**config.mk**
```make
export PLATFORM = sky130hd
export DESIGN_NAME = sidfc_top
export DESIGN_NICKNAME = d
export VERILOG_FILES = /design/src/hw/sidfc_pkg.sv /design/src/hw/sidfc_debounce.sv /design/src/hw/sidfc_top.sv
export SDC_FILE = /design/constraint.sdc
export NUM_CORES = 1
export LEC_CHECK = 0
export ABC_AREA = 1
export BUFFER_PORTS_ARGS = -buffer_cell sky130_fd_sc_hd__clkbuf_2
export CAP_MARGIN = 15
export CORE_ASPECT_RATIO = 0.9
export CORE_UTILIZATION = 49
export CTS_CLUSTER_SIZE = 16
export DETAILED_ROUTE_END_ITERATION = 8
export GPL_ROUTABILITY_DRIVEN = 0
export PLACE_DENSITY = 0.8
export SLEW_MARGIN = 0
export SYNTH_ARGS = -nofsm -noshare
export SYNTH_HDL_FRONTEND = slang
export SYNTH_SLANG_ARGS = --single-unit
```
**constraint.sdc**
```tcl
create_clock -name clk_i -period 1.7 [get_ports clk_i]
set_clock_uncertainty 0.05 [all_clocks]
set_input_delay 0.34 -clock clk_i [delete_from_list [all_inputs] [get_ports clk_i]]
set_output_delay 0.34 -clock clk_i [all_outputs]
set_load 0.05 [all_outputs]
```
**src/hw/sidfc_pkg.sv**
```systemverilog
// Package of constants for the switch-input diagnostic and filter configuration block.
package sidfc_pkg;

	// ==========================================================
	// Field positions in the configuration word.
	localparam int unsigned CFG_WET_DIAG_LSB   = 18;
	localparam int unsigned CFG_SUPPLY_MEAS    = 17;
	localparam int unsigned CFG_THERM_DIS_SINK = 16;
	localparam int unsigned CFG_DEPTH_MSB      = 15;
	localparam int unsigned CFG_DEPTH_LSB      = 14;
	localparam int unsigned CFG_THERM_DIS_SRC  = 13;
	localparam int unsigned CFG_WIDTH          = 21;
	localparam logic [20:0] CFG_RESET          = 21'h000000;

	// ==========================================================
	// Wetting current codes.
	localparam int unsigned CUR_W   = 3;
	localparam logic [2:0]  CUR_0MA  = 3'h0;
	localparam logic [2:0]  CUR_1MA  = 3'h1;
	localparam logic [2:0]  CUR_2MA  = 3'h2;
	localparam logic [2:0]  CUR_5MA  = 3'h3;
	localparam logic [2:0]  CUR_10MA = 3'h4;
	localparam logic [2:0]  CUR_15MA = 3'h5;

	localparam int unsigned DEPTH_W = 2;
	localparam int unsigned NUM_DIAG_INPUTS = 3;

endpackage

```
**src/hw/sidfc_debounce.sv**
```systemverilog
// Per-input sample debounce filter.
`timescale 1ns/100ps
`default_nettype none
module sidfc_debounce
	import sidfc_pkg::*;
(
	// Clock and reset.
	input  wire logic               clk_i,
	input  wire logic               reset_i,
	// Sample stream.
	input  wire logic               sample_valid_i,
	input  wire logic               sample_i,
	input  wire logic [DEPTH_W-1:0] depth_i,
	// Filtered result.
	output logic                    state_o,
	output logic                    update_o
);

	typedef struct packed {
		logic               primed;
		logic               prev;
		logic [DEPTH_W-1:0] count;
		logic               state;
		logic               update;
	} sidfc_deb_s;

	sidfc_deb_s s_q;
	sidfc_deb_s s_d;

	always_comb begin
		s_d        = s_q;
		s_d.update = 1'b0;
		if (sample_valid_i) begin
			s_d.primed = 1'b1;
			s_d.prev   = sample_i;
			// The first sample after reset has no predecessor, so it always starts a fresh run.
			if (!s_q.primed || (sample_i != s_q.prev)) begin
				s_d.count = '0;
			end else if (s_q.count != {DEPTH_W{1'b1}}) begin
				s_d.count = s_q.count + 1'b1;
			end
			// The count holds the matches beyond the first sample.
			if (s_d.count >= depth_i) begin
				s_d.state  = sample_i;
				s_d.update = 1'b1;
			end
		end
	end

	always_ff @(posedge clk_i) begin
		if (reset_i) begin
			s_q <= '0;
		end else begin
			s_q <= s_d;
		end
	end

	assign state_o  = s_q.state;
	assign update_o = s_q.update;

endmodule
`default_nettype wire

```
**src/hw/sidfc_top.sv**
```systemverilog
// Configuration, thermal current reduction and filtering for the switch-input monitor.
`timescale 1ns/100ps
`default_nettype none
module sidfc_top
	import sidfc_pkg::*;
#(
	parameter int unsigned N_INPUTS = 4
) (
	// Clock and reset.
	input  wire logic                                  clk_i,
	input  wire logic                                  reset_i,

	// Configuration write.
	input  wire logic                                  cfg_write_i,
	input  wire logic [sidfc_pkg::CFG_WIDTH-1:0]       cfg_wdata_i,

	// Configuration readback and field outputs.
	output logic      [sidfc_pkg::CFG_WIDTH-1:0]       cfg_rdata_o,
	output logic      [sidfc_pkg::NUM_DIAG_INPUTS-1:0] wet_diag_enable_o,

	// Polling and supply measurement.
	input  wire logic                                  poll_end_i,
	output logic                                       supply_measure_start_o,

	// Wetting current control.
	input  wire logic                                  thermal_warning_i,
	input  wire logic [N_INPUTS-1:0]                   current_source_mode_i,
	input  wire logic [N_INPUTS*sidfc_pkg::CUR_W-1:0]  current_set_i,
	output logic      [N_INPUTS*sidfc_pkg::CUR_W-1:0]  current_applied_o,

	// Samples and filtered state.
	input  wire logic                                  sample_valid_i,
	input  wire logic [N_INPUTS-1:0]                   sample_i,
	output logic      [N_INPUTS-1:0]                   filtered_state_o,
	output logic      [N_INPUTS-1:0]                   filtered_update_o
);
	import sidfc_pkg::*;

	// ==========================================================
	// Configuration word layout.
	// The word is kept as separate fields so that each consumer reads its field by name.
	// Bits below the source-group disable bit have no function here and are stored as written.
	localparam int unsigned SPARE_W = CFG_THERM_DIS_SRC;

	// ==========================================================
	// Types.
	typedef struct packed {
		logic [NUM_DIAG_INPUTS-1:0] wet_diag;
		logic                       supply_meas_en;
		logic                       therm_dis_sink;
		logic [DEPTH_W-1:0]         depth;
		logic                       therm_dis_src;
		logic [SPARE_W-1:0]         spare;
	} sidfc_cfg_s;

	// All state of the block except that of the per-input filters.
	typedef struct packed {
		sidfc_cfg_s                 cfg;
		logic                       meas;
		logic [N_INPUTS*CUR_W-1:0]  cur;
	} sidfc_top_s;

	sidfc_top_s                 s_q;
	sidfc_top_s                 s_d;
	logic [CUR_W-1:0]           cur_next [N_INPUTS];
	logic [N_INPUTS-1:0]        deb_state;
	logic [N_INPUTS-1:0]        deb_update;

	// ==========================================================
	// Decoding functions.

	// Splits a configuration word into its fields.
	function automatic sidfc_cfg_s unpack_cfg(input logic [CFG_WIDTH-1:0] w);
		sidfc_cfg_s f;
		f.wet_diag       = w[CFG_WET_DIAG_LSB +: NUM_DIAG_INPUTS];
		f.supply_meas_en = w[CFG_SUPPLY_MEAS];
		f.therm_dis_sink = w[CFG_THERM_DIS_SINK];
		f.depth          = w[CFG_DEPTH_MSB:CFG_DEPTH_LSB];
		f.therm_dis_src  = w[CFG_THERM_DIS_SRC];
		f.spare          = w[SPARE_W-1:0];
		return f;
	endfunction

	// Builds the readback word from the stored fields.
	function automatic logic [CFG_WIDTH-1:0] pack_cfg(input sidfc_cfg_s f);
		logic [CFG_WIDTH-1:0] w;
		w                                      = '0;
		w[CFG_WET_DIAG_LSB +: NUM_DIAG_INPUTS] = f.wet_diag;
		w[CFG_SUPPLY_MEAS]                     = f.supply_meas_en;
		w[CFG_THERM_DIS_SINK]                  = f.therm_dis_sink;
		w[CFG_DEPTH_MSB:CFG_DEPTH_LSB]         = f.depth;
		w[CFG_THERM_DIS_SRC]                   = f.therm_dis_src;
		w[SPARE_W-1:0]                         = f.spare;
		return w;
	endfunction

	// Reports whether a current code is one of the settings that a thermal warning cuts.
	function automatic logic is_high_current(input logic [CUR_W-1:0] c);
		logic hit;
		hit = 1'b0;
		unique case (c)
			CUR_0MA,
			CUR_1MA,
			CUR_2MA,
			CUR_5MA: begin
				hit = 1'b0;
			end
			CUR_10MA,
			CUR_15MA: begin
				hit = 1'b1;
			end
			// Codes above the highest setting are undefined and are passed on untouched.
			default: begin
				hit = 1'b0;
			end
		endcase
		return hit;
	endfunction

	// Tells whether the group of an input lets a thermal warning cut its current.
	function automatic logic reduce_allowed(input logic source_mode, input sidfc_cfg_s f);
		logic allowed;
		if (source_mode) begin
			allowed = !f.therm_dis_src;
		end else begin
			allowed = !f.therm_dis_sink;
		end
		return allowed;
	endfunction

	// ==========================================================
	// Thermal wetting current reduction, one slice per input.
	// The cut is decided afresh on every cycle, so the programmed setting returns once the warning ends.
	genvar gc;
	generate
		for (gc = 0; gc < N_INPUTS; gc++) begin : g_cur
			logic [CUR_W-1:0] set_code;
			logic [CUR_W-1:0] applied;
			logic             high;
			logic             allowed;
			logic             cut;
			assign set_code = current_set_i[gc*CUR_W +: CUR_W];
			assign high     = is_high_current(set_code);
			assign allowed  = reduce_allowed(current_source_mode_i[gc], s_q.cfg);
			assign cut      = thermal_warning_i && high && allowed;
			always_comb begin
				if (cut) begin
					applied = CUR_2MA;
				end else begin
					applied = set_code;
				end
			end
			assign cur_next[gc] = applied;
		end
	endgenerate

	// ==========================================================
	// Next state.
	always_comb begin
		s_d = s_q;

		// Configuration fields are replaced whole on a write.
		if (cfg_write_i) begin
			s_d.cfg = unpack_cfg(cfg_wdata_i);
		end

		// A write in the same cycle as the end of a poll takes effect from the next poll on.
		if (poll_end_i && s_q.cfg.supply_meas_en) begin
			s_d.meas = 1'b1;
		end else begin
			s_d.meas = 1'b0;
		end

		// Wetting current follows the inputs with one cycle of lag.
		for (int i = 0; i < N_INPUTS; i++) begin
			s_d.cur[i*CUR_W +: CUR_W] = cur_next[i];
		end
	end

	always_ff @(posedge clk_i) begin
		if (reset_i) begin
			s_q <= '{cfg: unpack_cfg(CFG_RESET), meas: 1'b0, cur: '0};
		end else begin
			s_q <= s_d;
		end
	end

	// ==========================================================
	// Per-input filters.
	// Every input runs its own filter; all of them share the depth field.
	genvar gf;
	generate
		for (gf = 0; gf < N_INPUTS; gf++) begin : g_deb
			sidfc_debounce u_sidfc_debounce (
				.clk_i          (clk_i),
				.reset_i        (reset_i),
				.sample_valid_i (sample_valid_i),
				.sample_i       (sample_i[gf]),
				.depth_i        (s_q.cfg.depth),
				.state_o        (deb_state[gf]),
				.update_o       (deb_update[gf])
			);
		end
	endgenerate

	// ==========================================================
	// Outputs.
	// Configuration readback and its decoded fields.
	assign cfg_rdata_o            = pack_cfg(s_q.cfg);
	assign wet_diag_enable_o      = s_q.cfg.wet_diag;

	// Supply measurement request.
	assign supply_measure_start_o = s_q.meas;

	// Wetting current after thermal reduction.
	assign current_applied_o      = s_q.cur;

	// Filter results.
	assign filtered_state_o       = deb_state;
	assign filtered_update_o      = deb_update;

endmodule
`default_nettype wire

```
Word level (Yosys, flattened, before mapping):

Cells that the tools add are included.
Widths: inputs -> output; s select.

* output and inout bits: 45
* flip-flop bits (word level): 55

* reductions and logical operators: 29
* mux-type cells: 29
* add/subtract/negate cells: 4
* order comparisons: 4
* equality and inequality tests: 16
* bitwise gates (word level): 1

Operators with widths (count)
* $mux 2: 16
* $eq 3x3->1 const B: 8
* $reduce_or 2->1: 9
* $mux 1: 13
* $logic_and 1x1->1: 9
* $add 2x1->2 const B: 4
* $ge 2x2->1: 4
* $ne 2x2->1 const B: 4
* $reduce_and 2->1: 4
* $logic_or 1x1->1: 4
* $ne 1x1->1: 4
* $logic_not 1->1: 3
* $not 1->1: 1

Logic depth before layout (Yosys ltp):

Gate-level depths: netlist of the first run.

* depth after elaboration: 6
* depth in mapped cells: 10
* gate-level depth less buffers: 10

Modules after synthesis:

A second synthesis of the first run with hierarchy kept.

* cells, all modules: 330
* area, all modules: 2528.7 µm²

By module, submodules not included
* sidfc_top: area an instance 1302.5 µm², cells an instance 166, sequential area each 680.7 µm², instances 1
* sidfc_debounce: area an instance 306.5 µm², cells an instance 41, sequential area each 120.1 µm², instances 4

Least setup slack after synthesis of the first run:

OpenSTA, ideal clock, no wires.

* path kind: reg-to-reg
* start point: register s_q, in the netlist cfg_rdata_o[14]
* end point: register g_deb[0].u_sidfc_debounce.s_q, in the netlist g_deb[0].u_sidfc_debounce.state_o
* data required time: 1538 ps
* arrival: 1377 ps
* slack: 161 ps
* library setup time: 112 ps
* cell stages (with the launch flop): 6
* cells stage by stage: dfxtp_1 ha_1 o21ai_0 nand2_1 nand3_1 nand2_1

* cells in the longest elaborated chain, start to end: 2

RTL lines
* from (decl): RTL line sidfc_top.sv:63 `sidfc_top_s s_q;`
* from (signal assigned): RTL line sidfc_top.sv:182 `s_q <= '{cfg: unpack_cfg(CFG_RESET), meas: 1'b0, cur: '0};`
* $ge 2x2->1: RTL line sidfc_debounce.sv:43 `if (s_d.count >= depth_i) begin`
* $reduce_and 2->1 (no line)
* to (signal assigned): RTL line sidfc_debounce.sv:52 `s_q <= '0;`
* to (signal assigned): RTL line sidfc_debounce.sv:54 `s_q <= s_d;`
* to (decl): RTL line sidfc_debounce.sv:27 `sidfc_deb_s s_q;`

No other way between the ends.
A chain may end at the register's enable or synchronous reset.

Worst setup path after layout of the first run:

* start point: register s_q, in the netlist cfg_rdata_o[14]
* end point: output cfg_rdata_o[14] (netlist name)

RTL lines
* to (decl): RTL line sidfc_top.sv:18 `output logic [sidfc_pkg::CFG_WIDTH-1:0] cfg_rdata_o,`

No word-level cell between the ends.

==> flow_summary.toml, run 1 <==
[run_status]
status = "finished, final reports clean"

[final_layout]
layout_commonest_cell = "clkbuf_2"
diodes = 0
design_area_um2 = 2882
drive_above_1_share_pct = 29.72
final_cell_mix = "91 x clkbuf_2, 54 x dfxtp_1, 53 x nor2_1"
area_growth_pct = 18.83
nets = 452

[sta]
hold_viol = 0
setup_viol = 0
worst_pin_slew_ns = 0.3900
rsz0062_at_grt = "no"
setup_tns_ns = 0
slew_headroom_pct = 74.00
period_needed_ns = 1.549
drv_slew = 0
period_share_pct = 91.11
max_freq_mhz = 645.7

[die]
ios = 92
num_rows = 23
chipHeight_um = 68.74
core_area_um2 = 4604
die_x_um = 76.15
dieArea_um2 = 5234
initial_core_util_pct = 52.66

[critical_path]
cp-start-kind = "flip-flop"
criticalPathCategory = "flip-flop to output pin"
r2r-end = "g_deb[3].u_sidfc_debounce.state_o"
cp_cell_sequence = "clkbuf_2"
cpLargestDelayFamily = "flip-flops"
cp.arrival_ns = 1.16
crit_fanout = 6
cp.required_ns = 1.31
crit_path_end_kind = "output pin"
crit_path_max_incr_delay_ns = 0.52
worst-r2r-cell-count = 10
worst_path_max_delay_cell = "dfxtp_1"
r2r_start = "g_deb[3].u_sidfc_debounce.s_q[4]"
rrSetupSlack_ns = 0.22
crit_buf_inv = 1

[yosys]
ys_seq_elements = 55
yosysTopAreaCell = "dfxtp_1"
ys_seq_area_share_pct = 45.41
synth_cell_types = 21
synth_top_area_share_pct = 45.41
yosys_warnings = 0
synthTopCellsByArea = "dfxtp_1 45%, nor2_1 8.2%, inv_1 7.9%"
syn-cell-area_um2 = 2425
synth_fp_nets = 373
syn_avg_cell_area_um2 = 7.625
netlist_instances = 318

[min_path]
worstHoldPathCells = 3
worstHoldPathType = "primary input to flip-flop"
hold_start = "current_set_i[6]"
min_to = "current_applied_o[6]"

[pwr]
peakVddDrop_mv = 0.4871
p_leak_nw = 1.548
power.density_cell_area_nw_per_um2 = 960.7

[placed_design]
dpl-instance-area_um2 = 2793
dp.final_hpwl_um = 3725
place.port_buffers = 91

[route]
routed_via_density = 4.693
drt-pass1-iter-count = 4
wl_per_cell_um = 11.07
drc = 0
wl_um = 5083
ant_nets = 0
vias = 2154
drtIter0Drc = 124

[clock_tree]
clock_sinks = 55
cts_buffers = 5
clk_pin_slew_ns = 0.09
cts.path.max_buffers = 2
cts_root_buffer = "clkbuf_8"
clk_latency_ns = 0.30
cts_tree = "built"
cts_max_level = 2

[global_route]
grt_pass1_wl_um = 8790
grtUsageTotal_pct = 21.15
grt_max_degree = 38
grt_pass1_vias = 2066
gr-total-overflow = 0
grt_antenna_before_repair = 0

[flow_run]
cap_violations = 0
[where the power goes]
part	switching [W]	leakage [nW]	internal (W)	total, W
clock network	0.000392	0.0470	0.000321	0.000713
registers	0.0000503	0.457	0.00137	0.00142
logic	0.000458	1.04	0.000173	0.000631
[stage by stage]
stage | utilization (%) | worst slack (ns) | hold WS (ns) | power (W) | instances
final | 62.58 | 0.1512 | 0.1771 | 0.002768 | 459
after global routing | 62.58 | 0.04396 | 0.1759 | 0.002911 | 459
after CTS | 62.55 | 0.1095 | 0.1749 | 0.002793 | 459
after detailed placement | 60.65 | 0.1313 | 0.3960 | 0.002084 | 452
after global placement | 60.65 | 0.1946 | 0.3911 | 0.002069 | 452
after floorplan | - | 0.1611 | 0.4022 | 0.001948 | 318
[synth_stat cells]
master    instances
nor2_1           53
o21ai_0          28
buf_6             6
dfxtp_1          55
o21ai_1           3
a21oi_2           1
buf_2             2
inv_1            51
inv_2             1
clkbuf_2          1
a21oi_1          17
o21ai_2          10
ha_1              8
nand4_1           8
nor2_4            1
inv_4             2
nand2_1          49
buf_4            13
nand3_1           4
nor3_1            4
buf_8             1
[metal layers]
layer / track usage [%] / routed length [um]
met2: 40.00 / 2424
met3: 3.684 / 235
met5: 0 / 0
met4: 8.654 / 70
met1: 24.37 / 2352
[worst max-delay path by stage]
stage                                              endpoint  slack (ns)                        startpoint  depth (start not counted)
final                                       cfg_rdata_o[14]        0.15                   cfg_rdata_o[14]                          1
after global routing      g_deb[1].u_sidfc_debounce.state_o        0.04  g_deb[1].u_sidfc_debounce.s_q[4]                          8
after CTS                 g_deb[3].u_sidfc_debounce.state_o        0.11  g_deb[2].u_sidfc_debounce.s_q[5]                          7
after detailed placement  g_deb[3].u_sidfc_debounce.state_o        0.13                       sample_i[3]                          9
after global placement    g_deb[1].u_sidfc_debounce.state_o        0.19                       sample_i[1]                          9
after floorplan           g_deb[0].u_sidfc_debounce.state_o        0.16                   cfg_rdata_o[14]                          5
[state kept, by name, indices dropped and copies added, names as in the netlist]
name / flops
g_deb.u_sidfc_debounce.state_o: 4
g_deb.u_sidfc_debounce.update_o: 4
cfg_rdata_o: 18
g_deb.u_sidfc_debounce.s_q: 13
supply_measure_start_o: 1
wet_diag_enable_o: 3
current_applied_o: 12
[cell families (layout without fill, tap and decap cells)]
family                   count (synthesis)  count (layout)  synth area share [%]
AND/OR/NAND/NOR                        119             119                 19.97
flip-flops                              55              55                 45.41
buffers and inverters                   77             156                 16.61
adder cells (fa/ha/maj)                  8               8                 4.128
AO/OA/AOI/OAI                           59              59                 13.88
[area by class of cell]
type	count	area (um^2)
Clock inverter	1	5.005
Sequential cell	55	1102
Timing Repair Buffer	95	485.5
Inverter	54	207.7
Clock buffer	6	82.58
Tap cell	62	77.57
Fill cell	433	1723
Multi-Input combinational cell	186	920.9
[what timing repair did]
action / in CTS / in global routing
gates resized for setup: 0 / 2
setup endpoints to repair: 0 / 4
setup buffers: 0 / 0
hold buffers: 0 / 0
Power figures use the tool's default switching activity.
==> inputs of run 2 (changes only) <==
--- a/config.mk
+++ b/config.mk
@@ -9,5 +9,5 @@
 export BUFFER_PORTS_ARGS = -buffer_cell sky130_fd_sc_hd__clkbuf_2
 export CAP_MARGIN = 15
-export CORE_ASPECT_RATIO = 0.9
+export CORE_ASPECT_RATIO = 2
 export CORE_UTILIZATION = 49
 export CTS_CLUSTER_SIZE = 16
--- a/constraint.sdc
+++ b/constraint.sdc
@@ -3,3 +3,3 @@
 set_input_delay 0.34 -clock clk_i [delete_from_list [all_inputs] [get_ports clk_i]]
 set_output_delay 0.34 -clock clk_i [all_outputs]
-set_load 0.05 [all_outputs]
+set_load 0.01 [all_outputs]
==> run 2 against run 1 <==
Net effect: non-clock buffer count fell by 1; cell area fell by 0.17%; largest power group unchanged; critical endpoint is now g_deb[3].u_sidfc_debounce.state_o; setup slack improved by 0.070 ns; final cell count fell by 1.5%; first-iteration DRC count fell by 83%; sequential power barely moved; critical path depth rose by 7; combinational power fell by 34%.
==> flow_summary.toml, run 2 (synthesis results as in run 1) <==
[die]
chipHeight_um = 101.5
die_x_um = 51.74
initial_core_util_pct = 51.75
ios = 92
core_area_um2 = 4686
num_rows = 35
dieArea_um2 = 5251

[route]
drc = 0
routed_via_density = 4.852
ant_nets = 0
wl_um = 5331
wl_per_cell_um = 11.79
drt-pass1-iter-count = 4
vias = 2193
drtIter0Drc = 21

[critical_path]
criticalPathCategory = "flip-flop to flip-flop"
cp.arrival_ns = 1.64
crit_path_max_incr_delay_ns = 0.36
cp.required_ns = 1.86
rrSetupSlack_ns = 0.22
crit_path_end_kind = "flip-flop"
crit_fanout = 3
cp_cell_sequence = "inv_1 > nand2_1 > nand4_1 > ha_1 > o21ai_0 > nand2_1 > nand3_1 > nand2_1"
crit_path_frequent_cell = "nand2_1"
crit_buf_inv = 1
cpLargestDelayFamily = "simple AND/OR/NAND/NOR gates"
cp-start-kind = "flip-flop"
worst_path_max_delay_cell = "dfxtp_1"

[clock_tree]
cts.path.max_buffers = 2
cts_max_level = 2
cts_root_buffer = "clkbuf_8"
cts_buffers = 5
clock_sinks = 55
clk_pin_slew_ns = 0.11
hold_buffers = 0
clk_latency_ns = 0.31
cts_tree = "built"

[final_layout]
final_cell_mix = "91 x clkbuf_2, 54 x dfxtp_1, 53 x nor2_1"
diodes = 0
fillCellCount = 442
layout_commonest_cell = "clkbuf_2"
largest_register_ffs = 18
nets = 451
area_growth_pct = 18.63
drive_above_1_share_pct = 29.72

[placed_design]
place.port_buffers = 91
dp.final_hpwl_um = 3983
dp_slack_ns = 0.1319

[global_route]
grt_pass1_wl_um = 8921
grt_antenna_before_repair = 0
gr-total-overflow = 0
grt_pass1_vias = 2172
grt_max_degree = 38
grtUsageTotal_pct = 22.67

[flow_run]
cap_violations = 0

[sta]
max_freq_mhz = 676.1
fin_ws_ns = 0.2210
drv_slew = 0
period_needed_ns = 1.479
setup_tns_ns = 0
slew_headroom_pct = 74.49
hold_viol = 0
rsz0062_at_grt = "no"
worst_pin_slew_ns = 0.3826
whs_ns = 0.1629
setup_viol = 0
period_share_pct = 87.00

[pwr]
peakVddDrop_mv = 0.9038
p_leak_nw = 1.544
power.density_cell_area_nw_per_um2 = 907.3

[min_path]
worstHoldPathType = "primary input to flip-flop"

[run_status]
status = "finished, final reports clean"
## run 2: path summary, 6_finish.rpt
kind                                    start                                end  cells after the start
max reg2reg  g_deb[3].u_sidfc_debounce.s_q[4]  g_deb[3].u_sidfc_debounce.state_o                      8
max          g_deb[3].u_sidfc_debounce.s_q[4]  g_deb[3].u_sidfc_debounce.state_o                      8
min reg2reg                   cfg_rdata_o[17]             supply_measure_start_o                      2
min                          current_set_i[6]               current_applied_o[6]                      3
## run 2: worst reg2reg max path: cells and delay by family (launching register included)
kind	cells	cell delay (ns)
DFF	1	0.36
AOI/OAI and AO/OA	1	0.16
buffers and inverters	1	0.07
adders and majority gates	1	0.30
and+or+nand+nor	5	0.44
## run 2: final cells by class
class	instances	area [um^2]	share of cell area [%]
flip-flops and latches	55	1102	38.32
multi-input cells	186	920.9	32.01
repair buffers	94	478.0	16.62
inverters	54	207.7	7.221
clock buffers	6	82.58	2.871
well taps	55	68.82	2.392
clock inverters	2	16.27	0.5655
## run 2: routing by layer
metal / track usage (%) / routed length [um]
met2: 43.66 / 2909
met5: 0 / 0
met3: 3.904 / 222
met1: 21.52 / 2004
met4: 12.06 / 195
## run 2: per-stage QoR
step | cells | area (um^2) | util [%] | total power [W]
2_1_floorplan | 318 | 2425 | - | 0.001733
3_3_place_gp | 444 | 2776 | 59.25 | 0.001855
3_5_place_dp | 444 | 2776 | 59.25 | 0.001872
4_1_cts | 452 | 2875 | 61.36 | 0.002636
5_1_grt | 452 | 2877 | 61.39 | 0.002759
6_report | 452 | 2877 | 61.39 | 0.002610
## run 2: timing repair
item	4_1_cts	5_1_grt
endpoints found under the setup margin	0	2
resized for setup	0	2
buffers inserted	0	0
## run 2: where the power goes
part           total [W]  leakage, nW  internal, W  switching (W)
registers        0.00142        0.457      0.00137      0.0000492
clock network   0.000768       0.0474     0.000333       0.000434
logic           0.000419         1.04     0.000172       0.000247
==> inputs of run 3 (changes only) <==
Settings changed: CORE_MARGIN set to 4.
==> run 3 against run 2 <==
Net effect: sequential cell count unchanged; core utilization decreased by 1.2 points; setup slack got worse by 0.012 ns; non-clock buffer count unchanged.
==> flow_summary.toml, run 3 (synthesis results as in run 1) <==
[sta]
fin_ws_ns = 0.2086
rsz0062_at_grt = "no"
hold_viol = 0
period_needed_ns = 1.491
drv_slew = 0
max_freq_mhz = 670.5
slew_headroom_pct = 74.24
worst_pin_slew_ns = 0.3864
setup_viol = 0
period_share_pct = 87.73
setup_tns_ns = 0

[clock_tree]
clk_pin_slew_ns = 0.10
cts_tree = "built"
cts_buffers = 5
cts_setup_buffers = 0
cts.path.max_buffers = 2
postCtsResizedCells = 0
hold_buffers = 0
cts_max_level = 2
cts_root_buffer = "clkbuf_8"
clk_latency_ns = 0.31
clock_sinks = 55

[global_route]
groute.layer.met1.usage_pct = 18.09
grt_max_degree = 38
grt_pass1_wl_um = 9039
grt_pass1_vias = 2125
grt_use_met3_pct = 3.121
grt_util_met2_pct = 36.65
busiest_layer = "met2"
grtUsageTotal_pct = 18.81
gr-total-overflow = 0
grt_antenna_before_repair = 0

[die]
num_rows = 36
initial_core_util_pct = 50.31
core_area_um2 = 4820
chipHeight_um = 107.5
dieArea_um2 = 6206
die_x_um = 57.74
ios = 92

[pwr]
power.density_cell_area_nw_per_um2 = 951.2
p_total_w = 0.002760
peakVddDrop_mv = 1.011
p_leak_nw = 1.559

[route]
vias = 2169
ant_nets = 0
wl_um = 5483
drtIter0Drc = 40
wl_per_cell_um = 12.08
drt-pass1-iter-count = 4
drc = 0
routed_via_density = 4.778

[final_layout]
layout_commonest_cell = "clkbuf_2"
nets = 451
design_area_um2 = 2902
final_cell_mix = "91 x clkbuf_2, 54 x dfxtp_1, 53 x nor2_1"
area_growth_pct = 19.66
instances_no_fill = 454
drive_above_1_share_pct = 29.72
diodes = 0
fillCellCount = 450
regArea_um2 = 1102
largest_register_ffs = 18
multi_input_area_um2 = 920.9

[run_status]
status = "finished, final reports clean"

[critical_path]
cp.arrival_ns = 1.65
crit_path_end_kind = "flip-flop"
crit_fanout = 3
criticalPathCategory = "flip-flop to flip-flop"
rrSetupSlack_ns = 0.21
cp-start-kind = "flip-flop"
cp.required_ns = 1.85

[placed_design]
placedCellCount = 446
dpl-instance-area_um2 = 2779
dp_slack_ns = 0.1181
place.port_buffers = 91
dp.final_hpwl_um = 4228

[min_path]
worstHoldPathType = "primary input to flip-flop"

[flow_run]
cap_violations = 0
[run 3: worst paths after layout]
check | endpoint | startpoint | depth (start not counted)
max | g_deb[0].u_sidfc_debounce.state_o | g_deb[0].u_sidfc_debounce.s_q[4] | 8
min | current_applied_o[3] | current_set_i[3] | 3
min reg2reg | supply_measure_start_o | cfg_rdata_o[17] | 2
max reg2reg | g_deb[0].u_sidfc_debounce.state_o | g_deb[0].u_sidfc_debounce.s_q[4] | 8
[run 3: cell type report]
cell class / count / area share [%]
clock buffer: 6 / 2.846
clock inverter: 2 / 1.337
inverter: 54 / 7.158
multi-input combinational: 186 / 31.74
sequential: 55 / 37.99
tap: 57 / 2.458
timing repair buffer: 94 / 16.47
[run 3: metrics by stage]
step,utilization (%),hold WS (ns)
3_3_place_gp,57.66,0.4018
6_report,60.20,0.1629
4_1_cts,60.18,0.1526
5_1_grt,60.20,0.1637
2_1_floorplan,-,0.4022
3_5_place_dp,57.66,0.4048
[run 3: power breakdown]
group / switching [W] / internal, W / leakage [nW] / total (W)
registers: 0.0000506 / 0.00137 / 0.457 / 0.00143
clock network: 0.000434 / 0.000485 / 0.0618 / 0.000919
logic: 0.000245 / 0.000171 / 1.04 / 0.000416
total: 0.000730 / 0.00203 / 1.56 / 0.00276
[run 3: critical path, stage by stage, from the launching register on]
cell	delay, ns
dfxtp_1	0.38
inv_1	0.05
nand2_1	0.09
nand4_1	0.12
ha_1	0.29
o21ai_0	0.18
nand2_1	0.11
nand3_1	0.08
nand2_1	0.05
[run 3: routing by layer]
layer | up-vias | part of all wire (%)
met1 | 968 | 36
met2 | 61 | 56
met4 | 0 | 2.3
met3 | 10 | 5.7
li1 | 1130 | -
met5 | - | 0
